File: config.mk
export PLATFORM = sky130hd
export DESIGN_NAME = fim_flash_irq
export DESIGN_NICKNAME = d
export VERILOG_FILES = /design/src/core/fim_pkg.sv /design/src/core/fim_bit_if.sv /design/src/core/fim_sticky_bit.sv /design/src/core/fim_rst_sync.sv /design/src/core/fim_flash_irq.sv
export VERILOG_INCLUDE_DIRS = /design/src /design/src/core
export SDC_FILE = /design/constraint.sdc
export NUM_CORES = 1
export LEC_CHECK = 0
export BUFFER_PORTS_ARGS = -buffer_cell sky130_fd_sc_hd__buf_4
export CORE_AREA = 2 2 49 51
export CTS_BUF_LIST = sky130_fd_sc_hd__clkbuf_4
export DETAILED_ROUTE_END_ITERATION = 10
export DIE_AREA = 0 0 51 53
export PLACE_DENSITY_LB_ADDON = 0.25
export REMOVE_ABC_BUFFERS = 1
export SLEW_MARGIN = 20
export SYNTH_ARGS = -nofsm -noshare
export SYNTH_HDL_FRONTEND = slang
export SYNTH_SLANG_ARGS = --single-unit
File: constraint.sdc
create_clock -name clk_sys -period 0.8 [get_ports clk_sys]
set_clock_uncertainty 0.2 [all_clocks]
set_input_delay 0.04 -clock clk_sys [delete_from_list [all_inputs] [get_ports clk_sys]]
set_output_delay 0.04 -clock clk_sys [all_outputs]
set_load 0.01 [all_outputs]
File: src/core/fim_regs.svh
// Purpose: Register offsets, field positions and reset values of the flash interrupt block
// Assumes: Byte addresses on a 32-bit register port
// Notes: Definitions only
`ifndef FIM_REGS_SVH
`define FIM_REGS_SVH

// ****************************************
// Register offsets
// ****************************************
`define FIM_ADDR_W 12
`define FIM_OFF_RAW 12'h00c
`define FIM_OFF_EN 12'h010
`define FIM_OFF_MIS 12'h014

// ****************************************
// Field positions
// ****************************************
`define FIM_BIT_ACC 0
`define FIM_BIT_PRG 1
`define FIM_NUM_EVT 2

// ****************************************
// Reset values
// ****************************************
`define FIM_EN_RESET 2'h0
`define FIM_RAW_RESET 1'h0
`define FIM_RSYNC_RESET 1'h0

`endif

File: src/core/fim_pkg.sv
// Purpose: Types shared by the flash interrupt block
// Assumes: Two event sources
// Notes: Numbers live in fim_regs.svh
package fim_pkg;
  typedef logic [31:0] fim_word_t;
  typedef logic [1:0] fim_evt_t;
endpackage : fim_pkg

File: src/core/fim_bit_if.sv
// Purpose: Set, clear and state of one sticky event bit
// Assumes: One clock domain
// Notes: Owner holds the flop, user drives set and clear
`timescale 1ns/1ps
`default_nettype none
interface fim_bit_if;
  logic set;
  logic clr;
  logic q;
  modport owner (input set, input clr, output q);
  modport user (output set, output clr, input q);
endinterface : fim_bit_if
`default_nettype wire

File: src/core/fim_sticky_bit.sv
// Purpose: Sticky event bit where a set beats a simultaneous clear
// Assumes: Synchronised active-low reset
// Notes: Used once per event source
`timescale 1ns/1ps
`default_nettype none
`include "fim_regs.svh"
module fim_sticky_bit
  import fim_pkg::*;
(
  input wire logic clk_sys,
  input wire logic rst_n,
  fim_bit_if.owner b
);
  logic q;
  logic next_q;

  assign next_q = b.set | (q & ~b.clr);
  assign b.q = q;

  always_ff @(posedge clk_sys or negedge rst_n) begin
    if (!rst_n) begin
      q <= `FIM_RAW_RESET;
    end else begin
      q <= next_q;
    end
  end
endmodule : fim_sticky_bit
`default_nettype wire

File: src/core/fim_rst_sync.sv
// Purpose: Asynchronous assert, synchronous release of the reset
// Assumes: resetn active low
// Notes: Two flops; only the second one is read outside
`timescale 1ns/1ps
`default_nettype none
`include "fim_regs.svh"
module fim_rst_sync
  import fim_pkg::*;
(
  input wire logic clk_sys,
  input wire logic resetn,
  output logic rst_n
);
  logic stage1;

  always_ff @(posedge clk_sys or negedge resetn) begin
    if (!resetn) begin
      stage1 <= `FIM_RSYNC_RESET;
      rst_n <= `FIM_RSYNC_RESET;
    end else begin
      stage1 <= 1'h1;
      rst_n <= stage1;
    end
  end
endmodule : fim_rst_sync
`default_nettype wire

File: src/core/fim_flash_irq.sv
// Purpose: Interrupt enable, raw and masked status of a flash controller
// Assumes: Event inputs are one-cycle pulses synchronous to clk_sys
// Notes: Register port with read data one cycle after the read strobe
//
// Notes on behaviour
// RULE_01 - Program-done event reaches the interrupt only while its enable bit is set.
// RULE_02 - Access-fault event reaches the interrupt only while its enable bit is set.
// RULE_03 - Enables and masked status reset to zero; upper bits read zero, ignore writes.
// RULE_04 - Program-done masked bit is raw completion AND its enable bit.
// RULE_05 - Writing one to program-done masked bit also clears its raw bit.
// RULE_06 - Access-fault masked bit is raw fault AND its enable bit.
// RULE_07 - Writing one to access-fault masked bit also clears its raw bit.
// RULE_08 - Raw program-done bit sets when a write or erase cycle completes.
// RULE_09 - Raw access-fault bit sets on an access against the protection policy.
// RULE_10 - Interrupt output is OR of masked bits; writing zero does nothing.
//
// Strobed register access was decided locally.
`timescale 1ns/1ps
`default_nettype none
`include "fim_regs.svh"
module fim_flash_irq
  import fim_pkg::*;
#(
  parameter int ADDR_W = `FIM_ADDR_W
)
(
  input wire logic clk_sys,
  input wire logic resetn,
  input wire logic [ADDR_W-1:0] reg_addr,
  input wire logic [31:0] reg_wdata,
  input wire logic reg_wr,
  input wire logic reg_rd,
  output logic [31:0] reg_rdata,
  input wire logic program_done_evt,
  input wire logic access_fault_evt,
  output logic flash_irq
);

  // ****************************************
  // Parameter check
  // ****************************************
  if (ADDR_W < 5 || ADDR_W > 32) begin : g_bad_addr_w
    $error("ADDR_W must lie between 5 and 32");
  end

  // ****************************************
  // Reset release
  // ****************************************
  logic rst_n;

  fim_rst_sync u_rst_sync (
    .clk_sys(clk_sys),
    .resetn(resetn),
    .rst_n(rst_n)
  );

  // ****************************************
  // Address decode
  // ****************************************
  logic sel_raw;
  logic sel_en;
  logic sel_mis;
  logic wr_en;
  logic wr_mis;

  assign sel_raw = reg_addr == ADDR_W'(`FIM_OFF_RAW);
  assign sel_en = reg_addr == ADDR_W'(`FIM_OFF_EN);
  assign sel_mis = reg_addr == ADDR_W'(`FIM_OFF_MIS);
  assign wr_en = reg_wr & sel_en;
  assign wr_mis = reg_wr & sel_mis;

  // ****************************************
  // Event sources
  // ****************************************
  fim_evt_t evt;
  fim_evt_t raw;
  fim_evt_t clr_req;
  fim_evt_t wdata_lo;

  assign wdata_lo = reg_wdata[1:0];
  // Completion of a write or erase cycle from the programming engine
  assign evt[`FIM_BIT_PRG] = program_done_evt; // RULE_08
  // Protection violation flagged by the access checker
  assign evt[`FIM_BIT_ACC] = access_fault_evt; // RULE_09
  // A one clears, a zero leaves the bit alone
  assign clr_req = wr_mis ? wdata_lo : 2'h0; // RULE_05 RULE_07 RULE_10

  // ****************************************
  // Raw status bits
  // ****************************************
  fim_bit_if bit_if [`FIM_NUM_EVT] ();

  for (genvar i = 0; i < `FIM_NUM_EVT; i++) begin : g_raw
    assign bit_if[i].set = evt[i];
    assign bit_if[i].clr = clr_req[i];
    assign raw[i] = bit_if[i].q;

    fim_sticky_bit u_bit (
      .clk_sys(clk_sys),
      .rst_n(rst_n),
      .b(bit_if[i])
    );
  end

  // ****************************************
  // Enable register
  // ****************************************
  fim_evt_t en;
  fim_evt_t next_en;

  // Only the two low bits are stored
  assign next_en = wr_en ? wdata_lo : en; // RULE_03

  always_ff @(posedge clk_sys or negedge rst_n) begin
    if (!rst_n) begin
      en <= `FIM_EN_RESET; // RULE_03
    end else begin
      en <= next_en;
    end
  end

  // ****************************************
  // Masked status and interrupt
  // ****************************************
  fim_evt_t masked;
  logic next_irq;

  assign masked[`FIM_BIT_PRG] = raw[`FIM_BIT_PRG] & en[`FIM_BIT_PRG]; // RULE_01 RULE_04
  assign masked[`FIM_BIT_ACC] = raw[`FIM_BIT_ACC] & en[`FIM_BIT_ACC]; // RULE_02 RULE_06
  assign next_irq = |masked; // RULE_10

  always_ff @(posedge clk_sys or negedge rst_n) begin
    if (!rst_n) begin
      flash_irq <= 1'h0;
    end else begin
      flash_irq <= next_irq;
    end
  end

  // ****************************************
  // Read path
  // ****************************************
  fim_word_t rd_mux;
  fim_word_t next_rdata;

  // Reserved bits and unmapped addresses read as zero
  assign rd_mux = sel_raw ? {30'h0, raw} :
                  sel_en ? {30'h0, en} :
                  sel_mis ? {30'h0, masked} : 32'h0; // RULE_03
  assign next_rdata = reg_rd ? rd_mux : 32'h0;

  always_ff @(posedge clk_sys or negedge rst_n) begin
    if (!rst_n) begin
      reg_rdata <= 32'h0;
    end else begin
      reg_rdata <= next_rdata;
    end
  end
endmodule : fim_flash_irq
`default_nettype wire

==> out/results.tsv <==
stage	metric	value	unit
run_status	status	finished with violations	
run_status	failed_checks	negative hold slack, negative setup slack	
timing	finalHoldViolCount	15	
floorplanning	die_w	51	um
timing	layout_min_cycle_time	1.31	ns
timing	timing_max_transition_violations_final	0	
floorplanning	floorplan.initialDensity	30.3	%
placed_design	detailedPlace.worstSlack	-0.883	ns
clocking	clock_sinks	9	
worst_setup_path	criticalPathCategory	input pin to flip-flop	
yosys	syn-cell-area	651	um2
run	max_cap_viol_count	0	
floorplanning	placeableCoreArea	0.00215	mm2
drt	via_per_inst	3.87	
worst_setup_path	cp_slowest_stage_delay	0.57	ns
finish	layout_commonest_cell	sky130_fd_sc_hd__conb_1	
pwr	share_clk_of_total_power	36.0	%
yosys	synth.top_cells.by_area	sky130_fd_sc_hd__buf_4 (35%), sky130_fd_sc_hd__dfrtp_1 (35%), sky130_fd_sc_hd__mux2_2 (3.5%)	
yosys	syn_avg_cell_area	9.71	um2
worst_setup_path	startpoint_types	input pin	
drt	wl_per_cell	9.19	um
pwr	swShare	25.9	%
global_routing	first_global_vias	445	
worst_setup_path	critical_path.n_buffers_inverters	1	
worst_setup_path	worst-endpoint-arrival	1.25	ns
drt	ant_nets	0	
timing	setup_violating_endpoint_count_in_the_final_report	10	
worst_setup_path	worst-path-max-fanout	3	
timing	final_critical_path_setup_slack	-0.505	ns
drt	detailed_route_via_count	492	
finish	final_cells	127	
yosys	yosysWarningCount	0	
clocking	hold_buffers	1	
finish	final_net_count	150	
timing	achievable-frequency	766	MHz
pwr	power.ir.vdd_worst	847	uV
clocking	cts.root.buffer_cell	sky130_fd_sc_hd__clkbuf_4	
clocking	max-clock-path-buffers	2	
finish	postLayoutCellArea	885	um2
pwr	combPwrFrac	19.2	%
placed_design	cell_area_placed	779	um2
yosys	synth.top_cell.area_share	34.6	%
placed_design	port_buffers	22	
clocking	clk_pin_slew	0.06	ns
yosys	post_synth_num_cell_types	19	
worst_setup_path	cpMaxStageDelayCell	sky130_fd_sc_hd__or4_4	
global_routing	grt.overflow.total	0	
global_routing	pin_count_of_the_biggest_net_entering_global_routing	8	
floorplanning	io_pins	83	
clocking	post_cts_buffers	0	
finish	fin_util	41.2	%
placed_design	place_hpwl	928	um
placed_design	dp.cells	122	
timing	rsz0062_at_grt	yes	
yosys	synthCells	67	
clocking	clock_latency	0.26	ns
timing	final.period_utilization	163	%
pwr	switchingPower	0.000271	W
worst_setup_path	worstSetupEndpointType	flip-flop	
placed_design	place_congestion	0.712	
hold_path	worstHoldPathType	input pin to flip-flop	
finish	layout.cells.most_common_list	sky130_fd_sc_hd__conb_1 (31), sky130_fd_sc_hd__buf_4 (22), sky130_fd_sc_hd__dfrtp_1 (9)	
clocking	h-tree-depth	1	
global_routing	wire_length_of_the_first_global_routing_pass	1810	um
pwr	powerDensity	1180	mW/mm2
yosys	yosysTopAreaCell	sky130_fd_sc_hd__buf_4	
finish	drive_above_1_share	41.4	%
floorplanning	floorplan.die.height	53	um
yosys	yosys_register_bits	9	
worst_setup_path	path_delay_family	simple AND/OR/NAND/NOR gates	
drt	first_pass_iters	4	
clocking	cts_tree	done	
finish	flow.area_growth_from_synthesis	36.0	%
drt	remaining_drc_errors	0	
clocking	cts_inserted_buffers	3	
drt	drt_iter0_drc	4	
drt	wirelength	1170	um
pwr	internal-power	0.000776	W
floorplanning	placementRows	17	
pwr	pwr-share-seq	44.8	%
global_routing	antenna_found_initial	0	
timing	final.hold.worst_slack	-0.190	ns
floorplanning	die_area	0.00270	mm2
finish	n_antenna_cell	0	
yosys	synth-seq-area-share	34.6	%
pwr	static-leakage-power	0.458	nW
worst_setup_path	critical_path.cell_chain	buf_6 > or4_4 > nor4_4 > mux2_4	
global_routing	track_usage	9.11	%
worst_setup_path	worst_ep_required_time	0.74	ns
==> stage by stage <==
stage / TNS (ns) / power, W
2_1_floorplan: -3.86 / 0.000562
3_3_place_gp: -5.11 / 0.000658
3_5_place_dp: -5.11 / 0.000659
4_1_cts: -3.63 / 0.00106
5_1_grt: -3.92 / 0.00112
6_report: -3.64 / 0.00105
==> synthesized netlist by cell type (all sizes together) <==
master and number:
nor4 2, or2 1, inv 3, nor2b 1
dfrtp 9, nand2b 2, a41oi 2, or4 2
nor2 4, nand3b 1, a22o 1, conb 2
mux2 2, buf 30, a32oi 2, and3b 1
or3 2
==> cells by family after synthesis <==
| family | synth area share (%) |
|---|---|
| AOI/OAI and AO/OA | 6.73 |
| muxes | 3.46 |
| and+or+nand+nor | 17.7 |
| DFF | 34.6 |
| other | 1.15 |
| buffers and inverters | 36.3 |
==> per-layer routing <==
layer | up-vias | track usage, % | part of all wire, %
li1 | 228 | - | -
met5 | - | 0 | 0
met1 | 234 | 8.65 | 33
met4 | 0 | 1.80 | 0
met3 | 0 | 4.80 | 9.6
met2 | 30 | 17.3 | 57
==> worst reg2reg max path: cells and delay by family, from the launching register on <==
family | cells | cell delay (ns)
AOI/OAI and AO/OA | 1 | 0.19
and+or+nand+nor | 2 | 0.20
DFF | 1 | 0.38
==> path summary, 6_finish.rpt <==
path	from	endpoint	slack, ns	depth (start not counted)
hold / removal	reg_wdata[0]	g_raw[0].u_bit.b.q$_DFF_PN0_	-0.19	2
hold reg to reg	u_rst_sync.rst_n$_DFF_PN0_	reg_rdata[0]$_DFF_PN0_	-0.09	0
setup / recovery	reg_addr[10]	en[1]$_DFFE_PN0P_	-0.51	4
min in group asynchronous	resetn	u_rst_sync.stage1$_DFF_PN0_	-0.10	2
setup reg to reg	g_raw[0].u_bit.b.q$_DFF_PN0_	reg_rdata[0]$_DFF_PN0_	-0.28	3
max in group asynchronous	u_rst_sync.rst_n$_DFF_PN0_	g_raw[0].u_bit.b.q$_DFF_PN0_	0.26	0
==> layout make-up <==
cell class              count  area [um2]
well taps                  28        35.0
fillers                   219        1260
multi-input cells          54         340
repair buffers             29         243
clock buffers               4        30.0
inverters                   3        11.3
flip-flops and latches      9         225
==> registers in the layout, summed over array words and instances, names as in the netlist <==
| name | flops |
|---|---|
| flash_irq | 1 |
| g_raw.u_bit.b.q | 2 |
| en | 2 |
| reg_rdata | 2 |
| u_rst_sync.rst_n | 1 |
| u_rst_sync.stage1 | 1 |
==> power by group through the flow <==
stage	logic [W]	clock network (W)	registers (W)
3_3_place_gp	0.000180	0	0.000478
5_1_grt	0.000219	0.000429	0.000470
4_1_cts	0.000197	0.000392	0.000470
2_1_floorplan	0.0000866	0	0.000476
6_report	0.000201	0.000376	0.000469
3_5_place_dp	0.000181	0	0.000478
==> repair_timing <==
| item | in CTS | in global routing |
|---|---|---|
| resized for setup | 12 | 1 |
| endpoints found under the setup margin | 10 | 10 |
| endpoints found under the hold margin | 15 | 15 |
| pin swaps | 3 | 1 |
Note: power is estimated with default switching activity, not from simulation.
